**config.mk**
```make
export PLATFORM = sky130hd
export DESIGN_NAME = rpc_regs
export DESIGN_NICKNAME = d
export VERILOG_FILES = /design/src/rpc_pkg.sv /design/src/rpc_regs.sv
export SDC_FILE = /design/constraint.sdc
export NUM_CORES = 1
export LEC_CHECK = 0
export ABC_AREA = 0
export BUFFER_PORTS_ARGS = -buffer_cell sky130_fd_sc_hd__buf_4
export CAP_MARGIN = 0
export CORE_MARGIN = 3
export CORE_UTILIZATION = 40
export DETAILED_ROUTE_END_ITERATION = 10
export PLACE_DENSITY = 0.72
export SYNTH_ARGS = -nofsm -noshare
export SYNTH_HDL_FRONTEND = slang
export SYNTH_SLANG_ARGS = --single-unit
```
**constraint.sdc**
```tcl
create_clock -name clk_i -period 2.75 [get_ports clk_i]
set_clock_uncertainty 0.05 [all_clocks]
set_input_delay 0.1375 -clock clk_i [delete_from_list [all_inputs] [get_ports clk_i]]
set_output_delay 0.1375 -clock clk_i [all_outputs]
set_load 0.02 [all_outputs]
```
**src/rpc_pkg.sv**
```systemverilog
// shared constants and carrier types for the respiration and pace control registers
package rpc_pkg;
  localparam int unsigned ADDR_W = 6;
  localparam int unsigned DATA_W = 24;
  localparam logic [5:0] BREATHING_CONTROL_ADDR = 6'h03;
  localparam logic [5:0] PACER_DETECT_CONTROL_ADDR = 6'h04;
  localparam logic [23:0] BREATHING_CONTROL_RST = 24'h000000;
  localparam logic [23:0] PACER_DETECT_CONTROL_RST = 24'h000f88;
  // breathing control field positions
  localparam int unsigned BR_ON_BIT = 0;
  localparam int unsigned BR_FREQ_LSB = 1;
  localparam int unsigned BR_AMP_LSB = 3;
  localparam int unsigned BR_PATH_LSB = 5;
  localparam int unsigned BR_EXT_BIT = 7;
  localparam int unsigned BR_ALT_BIT = 8;
  localparam logic [23:0] BR_MASK = 24'h0001ff;
  // pacer control field positions
  localparam int unsigned PC_DET_LSB = 0;
  localparam int unsigned PC_SEL1_LSB = 3;
  localparam int unsigned PC_SEL2_LSB = 5;
  localparam int unsigned PC_SEL3_LSB = 7;
  localparam int unsigned PC_VF1_BIT = 9;
  localparam int unsigned PC_VF2_BIT = 10;
  localparam int unsigned PC_PWF_BIT = 11;
  localparam logic [23:0] PC_MASK = 24'h000fff;
  // drive frequencies in units of 0.1 kHz, indexed by the frequency code
  localparam logic [9:0] FREQ_STD_0 = 10'h230;
  localparam logic [9:0] FREQ_STD_1 = 10'h21c;
  localparam logic [9:0] FREQ_STD_2 = 10'h208;
  localparam logic [9:0] FREQ_STD_3 = 10'h1f4;
  localparam logic [9:0] FREQ_ALT_0 = 10'h280;
  localparam logic [9:0] FREQ_ALT_1 = 10'h239;
  localparam logic [9:0] FREQ_ALT_2 = 10'h200;
  localparam logic [9:0] FREQ_ALT_3 = 10'h1d1;
  localparam logic [1:0] AMP_FULL_CODE = 2'h3;
  localparam logic [1:0] LEAD_I = 2'h0;
  localparam logic [1:0] LEAD_II = 2'h1;
  localparam logic [1:0] LEAD_III = 2'h2;
  localparam logic [1:0] LEAD_AVF = 2'h3;

  typedef struct packed {
    logic we;
    logic re;
    logic [5:0] addr;
    logic [23:0] wdata;
  } rpc_req_t;

  typedef struct packed {
    logic pulse_width_filter_on;
    logic validation_filter_two_on;
    logic validation_filter_one_on;
    logic [1:0] detector_three_lead_sel;
    logic [1:0] detector_two_lead_sel;
    logic [1:0] detector_one_lead_sel;
    logic detector_three_on;
    logic detector_two_on;
    logic detector_one_on;
  } rpc_pace_t;

  typedef struct packed {
    logic breathing_measure_on;
    logic alternate_frequency_set;
    logic [1:0] drive_amplitude_sel;
    logic [1:0] drive_frequency_sel;
    logic [1:0] path_sel;
    logic ext_path_sel;
    logic [1:0] amp_shift;
    logic [9:0] drive_freq_x10;
  } rpc_resp_t;
endpackage

```
**src/rpc_regs.sv**
```systemverilog
// respiration and pace detection control registers behind the host register port
// Operation
// - amplitude codes 00/01/10 give 1/8,1/4,1/2
// - frequency codes give 56/54/52/50 kHz
// - alternate set gives 64/56.9/51.2/46.5 kHz
// - bit 0 switches breathing measurement on
// - breathing control resets to zero
// - bits 11..9 enable width and validation filters
// - two-bit selectors pick each detector's lead
// - bits 2..0 enable the three detectors
// - pacer control resets to 0x000f88
// - functions exist only on full variant
`timescale 1ns/1ps
module rpc_regs #(
  parameter bit FULL_FEATURE = 1'b1
) (
  input wire logic clk_i,
  input wire logic nrst_i,
  input rpc_pkg::rpc_req_t req_i,
  output rpc_pkg::rpc_resp_t resp_o,
  output rpc_pkg::rpc_pace_t pace_o,
  output logic [23:0] rdata_o,
  output logic rvalid_o
);
  import rpc_pkg::*;

  ////////////////////////////////////////////////////////////////////////////
  // register storage
  logic [23:0] br_r, br_nxt;
  logic [23:0] pc_r, pc_nxt;
  rpc_resp_t resp_r, resp_nxt;
  logic [23:0] rdata_r, rdata_nxt;
  logic rvalid_r, rvalid_nxt;
  logic wr_br, wr_pc;

  // reduced variants have no storage to reach, so writes fall away
  assign wr_br = FULL_FEATURE && req_i.we && (req_i.addr == BREATHING_CONTROL_ADDR);
  assign wr_pc = FULL_FEATURE && req_i.we && (req_i.addr == PACER_DETECT_CONTROL_ADDR);

  always_comb begin
    br_nxt = br_r;
    pc_nxt = pc_r;
    if (wr_br) begin
      br_nxt = req_i.wdata & BR_MASK;
    end
    if (wr_pc) begin
      // upper bits are not stored; software is expected to write them as zero
      pc_nxt = req_i.wdata & PC_MASK;
    end
  end

  ////////////////////////////////////////////////////////////////////////////
  // decoded drive settings, registered together with the control word
  always_comb begin
    resp_nxt.breathing_measure_on = br_nxt[BR_ON_BIT];
    resp_nxt.alternate_frequency_set = br_nxt[BR_ALT_BIT];
    resp_nxt.drive_amplitude_sel = br_nxt[BR_AMP_LSB +: 2];
    resp_nxt.drive_frequency_sel = br_nxt[BR_FREQ_LSB +: 2];
    resp_nxt.path_sel = br_nxt[BR_PATH_LSB +: 2];
    resp_nxt.ext_path_sel = br_nxt[BR_EXT_BIT];
    // shift of the full drive: 3 for /8 down to 0 for full amplitude
    resp_nxt.amp_shift = AMP_FULL_CODE - br_nxt[BR_AMP_LSB +: 2];
    if (br_nxt[BR_ALT_BIT]) begin
      unique case (br_nxt[BR_FREQ_LSB +: 2])
        2'h0: resp_nxt.drive_freq_x10 = FREQ_ALT_0;
        2'h1: resp_nxt.drive_freq_x10 = FREQ_ALT_1;
        2'h2: resp_nxt.drive_freq_x10 = FREQ_ALT_2;
        2'h3: resp_nxt.drive_freq_x10 = FREQ_ALT_3;
      endcase
    end else begin
      unique case (br_nxt[BR_FREQ_LSB +: 2])
        2'h0: resp_nxt.drive_freq_x10 = FREQ_STD_0;
        2'h1: resp_nxt.drive_freq_x10 = FREQ_STD_1;
        2'h2: resp_nxt.drive_freq_x10 = FREQ_STD_2;
        2'h3: resp_nxt.drive_freq_x10 = FREQ_STD_3;
      endcase
    end
  end

  ////////////////////////////////////////////////////////////////////////////
  // read path: one cycle latency, unmapped or reduced variant reads zero
  always_comb begin
    rvalid_nxt = req_i.re;
    rdata_nxt = 24'h000000;
    if (req_i.re && FULL_FEATURE) begin
      if (req_i.addr == BREATHING_CONTROL_ADDR) begin
        rdata_nxt = br_r;
      end else if (req_i.addr == PACER_DETECT_CONTROL_ADDR) begin
        rdata_nxt = pc_r;
      end
    end
  end

  always_ff @(posedge clk_i or negedge nrst_i) begin
    if (!nrst_i) begin
      br_r <= BREATHING_CONTROL_RST;
      pc_r <= FULL_FEATURE ? PACER_DETECT_CONTROL_RST : 24'h000000;
      resp_r <= '{amp_shift: 2'h3, drive_freq_x10: FREQ_STD_0, default: '0};
      rdata_r <= 24'h000000;
      rvalid_r <= 1'b0;
    end else begin
      br_r <= br_nxt;
      pc_r <= pc_nxt;
      resp_r <= resp_nxt;
      rdata_r <= rdata_nxt;
      rvalid_r <= rvalid_nxt;
    end
  end

  assign resp_o = resp_r;
  assign rdata_o = rdata_r;
  assign rvalid_o = rvalid_r;
  assign pace_o.pulse_width_filter_on = pc_r[PC_PWF_BIT];
  assign pace_o.validation_filter_two_on = pc_r[PC_VF2_BIT];
  assign pace_o.validation_filter_one_on = pc_r[PC_VF1_BIT];
  assign pace_o.detector_three_lead_sel = pc_r[PC_SEL3_LSB +: 2];
  assign pace_o.detector_two_lead_sel = pc_r[PC_SEL2_LSB +: 2];
  assign pace_o.detector_one_lead_sel = pc_r[PC_SEL1_LSB +: 2];
  assign pace_o.detector_three_on = pc_r[PC_DET_LSB + 2];
  assign pace_o.detector_two_on = pc_r[PC_DET_LSB + 1];
  assign pace_o.detector_one_on = pc_r[PC_DET_LSB];

  ////////////////////////////////////////////////////////////////////////////
  // checks
  logic first_r;
  always_ff @(posedge clk_i or negedge nrst_i) begin
    if (!nrst_i) begin
      first_r <= 1'b1;
    end else begin
      first_r <= 1'b0;
    end
  end

  property p_amp_scaled;
    @(posedge clk_i) disable iff (!nrst_i)
    // /8, /4 and /2 are shifts of 3, 2 and 1 of the full drive
    (resp_o.drive_amplitude_sel != 2'h3) |->
      (resp_o.amp_shift == ((resp_o.drive_amplitude_sel == 2'h0) ? 2'h3 :
      (resp_o.drive_amplitude_sel == 2'h1) ? 2'h2 : 2'h1));
  endproperty
  a_amp_scaled: assert property (p_amp_scaled) else $error("amplitude scale wrong");

  property p_amp_full;
    @(posedge clk_i) disable iff (!nrst_i)
    (resp_o.drive_amplitude_sel == 2'h3) |-> (resp_o.amp_shift == 2'h0);
  endproperty
  a_amp_full: assert property (p_amp_full) else $error("full amplitude not selected");

  property p_freq_std;
    @(posedge clk_i) disable iff (!nrst_i)
    (wr_br && !req_i.wdata[BR_ALT_BIT] && req_i.wdata[BR_FREQ_LSB +: 2] == 2'h3) |=>
      (resp_o.drive_freq_x10 == FREQ_STD_3);
  endproperty
  a_freq_std: assert property (p_freq_std) else $error("standard frequency wrong");

  property p_freq_alt;
    @(posedge clk_i) disable iff (!nrst_i)
    (wr_br && req_i.wdata[BR_ALT_BIT] && req_i.wdata[BR_FREQ_LSB +: 2] == 2'h1) |=>
      (resp_o.drive_freq_x10 == FREQ_ALT_1);
  endproperty
  a_freq_alt: assert property (p_freq_alt) else $error("alternate frequency wrong");

  property p_resp_on;
    @(posedge clk_i) disable iff (!nrst_i)
    wr_br |=> (resp_o.breathing_measure_on == $past(req_i.wdata[0]));
  endproperty
  a_resp_on: assert property (p_resp_on) else $error("measurement enable not written");

  property p_resp_rst;
    @(posedge clk_i) disable iff (!nrst_i)
    first_r |-> (br_r == BREATHING_CONTROL_RST && !resp_o.breathing_measure_on);
  endproperty
  a_resp_rst: assert property (p_resp_rst) else $error("breathing control reset wrong");

  property p_filters;
    @(posedge clk_i) disable iff (!nrst_i)
    wr_pc |=> ({pace_o.pulse_width_filter_on, pace_o.validation_filter_two_on,
               pace_o.validation_filter_one_on} == $past(req_i.wdata[11:9]));
  endproperty
  a_filters: assert property (p_filters) else $error("filter enables not written");

  property p_leads;
    @(posedge clk_i) disable iff (!nrst_i)
    wr_pc |=> ({pace_o.detector_three_lead_sel, pace_o.detector_two_lead_sel,
               pace_o.detector_one_lead_sel} == $past(req_i.wdata[8:3]));
  endproperty
  a_leads: assert property (p_leads) else $error("lead selectors not written");

  property p_detectors;
    @(posedge clk_i) disable iff (!nrst_i)
    (!wr_pc ##1 !wr_pc) |-> $stable({pace_o.detector_three_on, pace_o.detector_two_on, pace_o.detector_one_on});
  endproperty
  a_detectors: assert property (p_detectors) else $error("detector enables moved without write");

  property p_det_write;
    @(posedge clk_i) disable iff (!nrst_i)
    wr_pc |=> ({pace_o.detector_three_on, pace_o.detector_two_on, pace_o.detector_one_on} ==
      $past(req_i.wdata[PC_DET_LSB +: 3]));
  endproperty
  a_det_write: assert property (p_det_write) else $error("detector enables not written");

  property p_pace_rst;
    @(posedge clk_i) disable iff (!nrst_i)
    (first_r && FULL_FEATURE) |-> (pc_r == PACER_DETECT_CONTROL_RST);
  endproperty
  a_pace_rst: assert property (p_pace_rst) else $error("pacer control reset wrong");

  property p_read_back;
    @(posedge clk_i) disable iff (!nrst_i)
    (req_i.re && !req_i.we && req_i.addr == PACER_DETECT_CONTROL_ADDR) |=> (rvalid_o && rdata_o == $past(pc_r));
  endproperty
  a_read_back: assert property (p_read_back) else $error("pacer read back wrong");

  // a reduced variant must hold nothing and answer every read with zero
  property p_reduced;
    @(posedge clk_i) disable iff (!nrst_i)
    !FULL_FEATURE |-> (br_r == 24'h000000 && pc_r == 24'h000000 && rdata_o == 24'h000000);
  endproperty
  a_reduced: assert property (p_reduced) else $error("reduced variant holds state");

  c_resp_alt: cover property (@(posedge clk_i) disable iff (!nrst_i) wr_br && req_i.wdata[BR_ALT_BIT]);
  c_pace_all: cover property (@(posedge clk_i) disable iff (!nrst_i) wr_pc && req_i.wdata[2:0] == 3'h7);
  c_amp_full: cover property (@(posedge clk_i) disable iff (!nrst_i)
    wr_br && req_i.wdata[BR_AMP_LSB +: 2] == AMP_FULL_CODE);
  c_read_br: cover property (@(posedge clk_i) disable iff (!nrst_i)
    req_i.re && req_i.addr == BREATHING_CONTROL_ADDR ##1 rvalid_o);
endmodule

```
==> results of run 1 <==
worst max-delay path: stages:
cell    delay (ns)
buf_4         0.10
or3_1         0.42
or4b_1        0.65
mux2_2        0.37
inv_1         0.09
ha_1          0.26
mux2_4        0.27
logic make-up (layout without fill, tap and decap cells):
family	Yosys count	in the layout	share of synthesized area [%]
flops	44	44	61.4
simple gates	22	22	7.44
mux	25	25	15.5
other cells	1	13	0.207
fa+ha+maj	4	4	2.76
compound gates	11	11	4.27
buf+inv	26	89	8.41
state kept, by name, summed over array words and instances (netlist names):
signal / count
rvalid_o: 1
br_r: 6
pc_r: 12
rdata_o: 12
resp_o: 13
routing by layer:
layer / vias to the layer above / part of all wire (%)
li1: 566 / -
met1: 616 / 37
met2: 51 / 53
met3: 9 / 7.4
met4: 0 / 2.9
met5: - / 0
cells in the final DEF, fill, tap and decap left out, types with 3 or more instances in the layout:
master / n
nand2_1: 3
a22oi_1: 9
inv_1: 7
nor2b_1: 9
conb_1: 13
mux2_2: 17
mux2i_1: 6
clkbuf_8: 5
dfstp_2: 11
ha_1: 4
dlygate4sd3_1: 4
dfrtp_1: 33
and3_1: 3
buf_4: 70
power groups by stage:
stage	Combinational, uW	Clock [uW]	Sequential (uW)
finish	351	476	773
global route	373	511	782
CTS	356	493	774
detailed placement	350	0	786
global placement	340	0	781
floorplan	113	0	865
path summary, 6_finish.rpt:
| path | start | endpoint | slack [ns] | cells after the start |
|---|---|---|---|---|
| hold / removal | req_i[9] | pc_r[9] | 0.03 | 2 |
| max in group asynchronous | nrst_i | resp_o[10] | 1.95 | 2 |
| hold reg to reg | br_r[4] | resp_o[11] | 0.43 | 1 |
| setup reg to reg | br_r[2] | resp_o[3] | 1.25 | 4 |
| min in group asynchronous | nrst_i | resp_o[0] | 0.31 | 2 |
| setup / recovery | req_i[27] | resp_o[3] | 0.58 | 7 |
layout make-up:
cell class / instances / area [um2]
inverter: 7 / 26.3
tap: 50 / 62.6
fill: 326 / 1700
clock buffer: 6 / 72.6
sequential: 44 / 1110
timing repair buffer: 74 / 566
clock inverter: 2 / 35.0
multi-input combinational: 75 / 599
per-stage QoR:
step,util (%),std cells
4_1_cts,59.3,258
3_5_place_dp,55.8,246
5_1_grt,59.3,258
6_report,59.3,258
3_3_place_gp,55.8,246
2_1_floorplan,-,145
==> impl_metrics.toml, run 1 <==
[outcome]
outcome = "finished, final reports clean"

[clock_tree]
cts.clk_slew.worst_paths_ns = 0.08
holdBufCountCts = 4
numCtsBuffers = 5
cts_sinks = 44
cts_max_level = 2
cts-resized-gates = 0
cts_root_buf = "clkbuf_8"
clockBufferDepth = 2
cts_setup_buffers = 0
worstSkewPairLatency_ns = 0.29
cts_tree = "built"

[sta]
final_hold_viol_count = 0
setup_ws_ns = 0.577
fmax_mhz = 460
rsz0062_at_grt = "no"
maxSlewHeadroom_pct = 60.4
period_needed_ns = 2.17
final_max_slew_viol_count = 0
fin_setup_tns_ns = 0
worstMarginPinSlew_ns = 0.593
hold_slack_ns = 0.0295
period_share_pct = 79.0
setup_viol = 0

[die]
die_h_um = 73.4
rows = 23
coreArea_mm2 = 0.00417
dieWidth_um = 73.4
start_util_pct = 43.5
die_area_mm2 = 0.00538
num_io_pins = 92

[yosys]
synth.area.top_cells = "dfrtp_1, dfstp_2, mux2_2"
ys_warn_count = 0
yosysSeqAreaShare_pct = 61.4
synth-main-ff-cell = "dfrtp_1"
synth_most_common_cell = "dfrtp_1"
synth_cell_type_count = 23
synth-seq-cells = 44
yosys.area.top_type_share_pct = 45.5
netlist_area_mm2 = 0.00182
synth_async_sr_flop_share_pct = 100
yosysTopAreaCell = "dfrtp_1"
synth_edf_count = 0
synth.top_cells.by_count = "dfrtp_1, mux2_2, buf_4"
avgSynthCellArea_um2 = 13.7
syn-instance-count = 133

[grt]
busiest_layer = "met2"
gr-usage-met3_pct = 5.06
overflow = 0
grt_max_degree = 45
met2_usage_pct = 27.2
grt_pass1_wl_um = 6140
grt_use_total_pct = 15.4
grt_antenna_before_repair = 0
grt_pass1_vias = 1232
use_met1_pct = 16.9

[route]
ant_nets = 0
wl_um = 3990
drc_errors = 0
vias = 1242
vias_per_cell = 4.81
drtIter0Drc = 66
wl_per_cell_um = 15.5
first_pass_iters = 4

[pwr]
powerDensity_mw_per_mm2 = 646
peakVddDrop_mv = 0.265
internal_power_uw = 1160
switching_power_uw = 440
power.leakage_uw = 0.00130
switching_share_pct = 27.5
power.total_uw = 1600
p_seq_share_pct = 48.3
p_clk_share_pct = 29.7
pwr-share-comb_pct = 21.9

[placement]
dpl_worst_slack_ns = 0.264
place_area_mm2 = 0.00233
gp_congestion = 0.746
portBuffers = 66
place_hpwl_um = 2990

[finish]
drive_gt1_share_pct = 51.9
final_area_mm2 = 0.00248
syn_to_final_growth_pct = 36.4
num_antenna_cells = 0
nNetsFinal = 245

[setup_path]
worstSetupPathType = "in2reg"
cp.arrival_ns = 2.31
cp-start-kind = "input pin"
cp-end-kind = "flop"
critPathRequiredTime_ns = 2.88
worstPathMaxFanout = 5

[hold_path]
hold_path_class = "in2reg"

[run]
maxCapViolations = 0
No activity file was read; power rests on OpenSTA's default activity.
==> run 2, diff against run 1 <==
==> constraint.sdc (replaced) <==
create_clock -name clk_i -period 2.1 [get_ports clk_i]
set_clock_uncertainty 0.05 [all_clocks]
set_input_delay 0.105 -clock clk_i [delete_from_list [all_inputs] [get_ports clk_i]]
set_output_delay 0.105 -clock clk_i [all_outputs]
set_load 0.02 [all_outputs]
==> run 2 against run 1 <==
Effect of this change:
- sequential power grew 31%
- non-clock buffer count up 13
- core utilization rose by 3.8 points
- cell count up 5.0%
- die area stayed put
- combinational power rose by 45%
- via count grew 5.0%
- wire length increased by 5.3%
- largest cell class unchanged
- highest routed layer unchanged
==> impl_metrics.toml, run 2 (synthesized netlist as in run 1, its figures left out) <==
[outcome]
outcome = "finished, final reports clean"

[clock_tree]
clockBufferDepth = 2
cts.clk_slew.worst_paths_ns = 0.08
cts_setup_buffers = 0
numCtsBuffers = 5
cts_sinks = 44
cts_max_level = 2
cts-resized-gates = 0
cts_tree = "built"
cts_root_buf = "clkbuf_8"
worstSkewPairLatency_ns = 0.29

[route]
drc_errors = 0
ant_nets = 0
drtIter0Drc = 80
first_pass_iters = 4
vias_per_cell = 4.81
vias = 1304
wl_per_cell_um = 15.5
wl_um = 4200

[setup_path]
critPathRequiredTime_ns = 2.23
cp-start-kind = "input pin"
cp.arrival_ns = 2.17
cp.buffers_inverters = 2
cp-end-kind = "flop"
path_cells = "buf_4, or3_4, or4b_1, mux2_4, inv_2, ha_4, mux2_4"
critPathMostFrequentCell = "mux2_4"
worstPathMaxFanout = 5
crit_path_max_incr_delay_ns = 0.69
critical-path-top-delay-family = "simple AND/OR/NAND/NOR gates"
worstSetupPathType = "in2reg"
cpMaxStageDelayCell = "or4b_1"

[finish]
drive_gt1_share_pct = 54.3
final_common_cell = "buf_4"
nNetsFinal = 258
largest_register_ffs = 13
final_area_mm2 = 0.00264
final_cell_mix = "buf_4, dfrtp_1, mux2_2"
num_antenna_cells = 0
syn_to_final_growth_pct = 45.2

[sta]
period_share_pct = 96.8
maxSlewHeadroom_pct = 64.5
worstMarginPinSlew_ns = 0.533
final_max_slew_viol_count = 0
fin_setup_tns_ns = 0
final_hold_viol_count = 0
setup_viol = 0
rsz0062_at_grt = "no"
hold_slack_ns = 0.00588
period_needed_ns = 2.03
fmax_mhz = 492
setup_ws_ns = 0.0665

[die]
start_util_pct = 43.5
die_h_um = 73.4
dieWidth_um = 73.4
num_io_pins = 92
die_area_mm2 = 0.00538
rows = 23
coreArea_mm2 = 0.00417

[pwr]
switching_share_pct = 27.5
powerDensity_mw_per_mm2 = 832
pwr-share-comb_pct = 23.2
switching_power_uw = 603
p_clk_share_pct = 30.7
power.leakage_uw = 0.00137
p_seq_share_pct = 46.2
internal_power_uw = 1590
peakVddDrop_mv = 0.431

[grt]
grt_pass1_wl_um = 6520
grt_use_total_pct = 16.1
grt_antenna_before_repair = 0
grt_max_degree = 45
grt_pass1_vias = 1284
overflow = 0

[placement]
place_area_mm2 = 0.00241
place_hpwl_um = 3050
dpl_worst_slack_ns = -0.249
gp_congestion = 0.762
portBuffers = 66

[run]
maxCapViolations = 0

[hold_path]
hold_path_class = "in2reg"
## run 2: changes by cell type in the layout (fill, tap and decap cells not counted), sizes merged
cell         change
dlygate4sd3      +6
buf              +7
## run 2: final timing paths
path | from | to | slack, ns | depth (start not counted)
worst min-delay path | req_i[6] | br_r[6] | 0.006 | 2
min in group asynchronous | nrst_i | resp_o[0] | 0.27 | 2
worst max-delay path | req_i[27] | resp_o[3] | 0.07 | 7
worst max register to register | resp_o[15] | resp_o[3] | 0.71 | 4
worst min register to register | br_r[4] | resp_o[11] | 0.44 | 1
max in group asynchronous | nrst_i | pc_r[8] | 1.33 | 2
## run 2: final cells by class
type                       count  area [um2]
timing repair buffer          87         678
clock inverter                 2        38.8
multi-input combinational     75         633
inverter                       7        26.3
tap                           50        62.6
sequential                    44        1110
fill                         323        1540
clock buffer                   6        82.6
## run 2: metal layers
| metal | vias up | routed length [um] | GRT usage [%] |
|---|---|---|---|
| met2 | 54 | 2160 | 27.1 |
| met5 | - | 0 | 0 |
| met1 | 646 | 1580 | 19.8 |
| met3 | 8 | 353 | 3.42 |
| met4 | 0 | 109 | 6.84 |
| li1 | 596 | - | - |
## run 2: metrics by stage
stage,std cells,utilization (%),total power [uW]
floorplan,145,-,1290
global placement,253,57.9,1510
detailed placement,253,57.9,1530
CTS,271,63.2,2220
global route,271,63.2,2290
finish,271,63.2,2190
## run 2: repair_timing
item / 4_1_cts / 5_1_grt
hold endpoints to repair: 47 / 0
hold buffers: 10 / 0
setup endpoints to repair: 0 / 0
## run 2: power groups by stage
stage / sequential, uW / clock, uW / combinational (uW)
floorplan: 1130 / 0 / 160
global placement: 1020 / 0 / 484
detailed placement: 1030 / 0 / 497
CTS: 1010 / 690 / 514
global route: 1030 / 724 / 542
finish: 1010 / 673 / 508
==> run 3, diff against run 2 <==
--- a/config.mk
+++ b/config.mk
@@ -12,6 +12,7 @@
 export CORE_UTILIZATION = 40
 export DETAILED_ROUTE_END_ITERATION = 10
 export PLACE_DENSITY = 0.72
+export SETUP_SLACK_MARGIN = 0.15
 export SYNTH_ARGS = -nofsm -noshare
 export SYNTH_HDL_FRONTEND = slang
 export SYNTH_SLANG_ARGS = --single-unit
==> constraint.sdc (replaced) <==
create_clock -name clk_i -period 2.1 [get_ports clk_i]
set_clock_uncertainty 0.05 [all_clocks]
set_input_delay 0.21 -clock clk_i [delete_from_list [all_inputs] [get_ports clk_i]]
set_output_delay 0.21 -clock clk_i [all_outputs]
set_load 0.02 [all_outputs]
==> run 3 against run 2 <==
Effect of this change:
- worst hold slack improved by 0.018 ns
- critical path type unchanged
- register-to-register slack about the same
- critical endpoint unchanged
- critical path depth unchanged
- clock power decreased by 18%
- die area unchanged
==> impl_metrics.toml, run 3 (synthesized netlist as in run 1, its figures left out) <==
[clock_tree]
cts_max_level = 2
clockBufferDepth = 2
cts_root_buf = "clkbuf_8"
cts_setup_buffers = 0
cts.clk_slew.worst_paths_ns = 0.08
cts_sinks = 44
cts_tree = "built"
worstSkewPairLatency_ns = 0.30
numCtsBuffers = 5

[setup_path]
rr_endpoint = "resp_o[3]"
critPathRequiredTime_ns = 2.24
cp.arrival_ns = 2.14
reg2regPathDepth = 4
r2r_slack_ns = 0.70
cp-end-kind = "flop"
cp-start-kind = "input pin"
worstSetupPathType = "in2reg"
worstPathMaxFanout = 4
regToRegStartpoint = "resp_o[15]"

[sta]
setup_viol = 0
rsz0062_at_grt = "yes"
final_hold_viol_count = 0
worstMarginPinSlew_ns = 0.542
final_max_slew_viol_count = 0
setup_ws_ns = 0.0980
maxSlewHeadroom_pct = 63.9
period_share_pct = 95.3
period_needed_ns = 2.00
fmax_mhz = 499

[pwr]
powerDensity_mw_per_mm2 = 815
p_seq_share_pct = 49.2
switching_power_uw = 607
power.leakage_uw = 0.00131
power.total_uw = 2070
switching_share_pct = 29.4
p_clk_share_pct = 26.8
pwr-share-comb_pct = 24.0
internal_power_uw = 1460
peakVddDrop_mv = 0.394

[finish]
final_common_cell = "buf_4"
syn_to_final_growth_pct = 39.7
drive_gt1_share_pct = 57.5
final_cell_mix = "buf_4, dfrtp_1, mux2_2"
nNetsFinal = 249
fill_cells = 348
num_antenna_cells = 0
largest_register_ffs = 13
post-route-util_pct = 60.8

[route]
wl_um = 4260
ant_nets = 0
wl_per_cell_um = 16.2
first_pass_iters = 4
vias_per_cell = 4.83
drtIter0Drc = 100
drc_errors = 0
vias = 1266

[placement]
gp_congestion = 0.847
dpl_worst_slack_ns = -0.369
place_hpwl_um = 3220
portBuffers = 66

[die]
die_area_mm2 = 0.00538
num_io_pins = 92
start_util_pct = 43.5
die_h_um = 73.4
dieWidth_um = 73.4
rows = 23
coreArea_mm2 = 0.00417

[grt]
grt_pass1_vias = 1349
grt_max_degree = 45
grt_antenna_before_repair = 0
grt_use_total_pct = 16.5
overflow = 0
grt_pass1_wl_um = 6550

[hold_path]
hold_path_class = "in2reg"
min-delay-start = "req_i[4]"
worstHoldEndpoint = "resp_o[11]"
hold_depth = 2

[run]
maxCapViolations = 0

[outcome]
outcome = "finished, final reports clean"
[run 3: cell types whose count changed in the layout (fill, tap and decap cells not counted), moves of 2 or more]
cell and change:
buf_4 -2, buf_6 +2, clkinvlp_4 +2, dlygate4sd3_1 -9
[run 3: critical path, stage by stage]
cell,delay [ns]
buf_6,0.09
or3_4,0.38
or4b_4,0.58
mux2_4,0.34
inv_4,0.07
ha_4,0.20
mux2_4,0.27
[run 3: layout make-up]
class | instances | area [um2] | area share [%]
Sequential cell | 44 | 1110 | 44.0
Clock inverter | 2 | 15.0 | 0.592
Timing Repair Buffer | 78 | 596 | 23.5
Multi-Input combinational cell | 75 | 637 | 25.1
Clock buffer | 6 | 82.6 | 3.26
Tap cell | 50 | 62.6 | 2.47
Inverter | 7 | 28.8 | 1.13
[run 3: per-layer routing]
metal / vias to the layer above / part of all wire (%) / global-route usage [%]
met5: - / 0 / 0
met4: 0 / 2.0 / 7.65
met3: 7 / 8.6 / 5.34
met2: 62 / 52 / 28.2
met1: 622 / 37 / 18.7
li1: 575 / - / -
[run 3: power groups by stage]
stage                     clock [uW]  combinational [uW]  sequential, uW
after floorplan                    0                 160            1130
final                            554                 496            1020
after CTS                        574                 504            1020
after detailed placement           0                 498            1030
after global routing             611                 527            1030
after global placement             0                 483            1030
[run 3: worst max path at each step]
stage / from / end / slack [ns] / depth (start not counted)
after floorplan: req_i[27] / resp_o[3] / -0.17 / 7
after global placement: req_i[27] / resp_o[3] / -0.31 / 7
after detailed placement: req_i[27] / resp_o[3] / -0.37 / 7
after CTS: req_i[28] / resp_o[3] / 0.09 / 7
after global routing: req_i[28] / resp_o[7] / 0.08 / 8
final: req_i[28] / resp_o[3] / 0.1 / 7
[run 3: through the flow]
stage	setup TNS, ns	instances	hold slack [ns]	cell area (um2)
floorplan	-0.172	145	-0.136	1900
global placement	-1.37	253	0.168	2410
detailed placement	-1.68	253	0.178	2410
CTS	0	262	0.0106	2540
global route	0	262	0.0164	2540
finish	0	262	0.0234	2540
[run 3: timing repair]
action	in CTS	in global routing
gates resized for setup	4	0
endpoints found under the setup margin	4	3
endpoints found under the hold margin	33	0
pin swaps	3	0
hold buffers	1	0
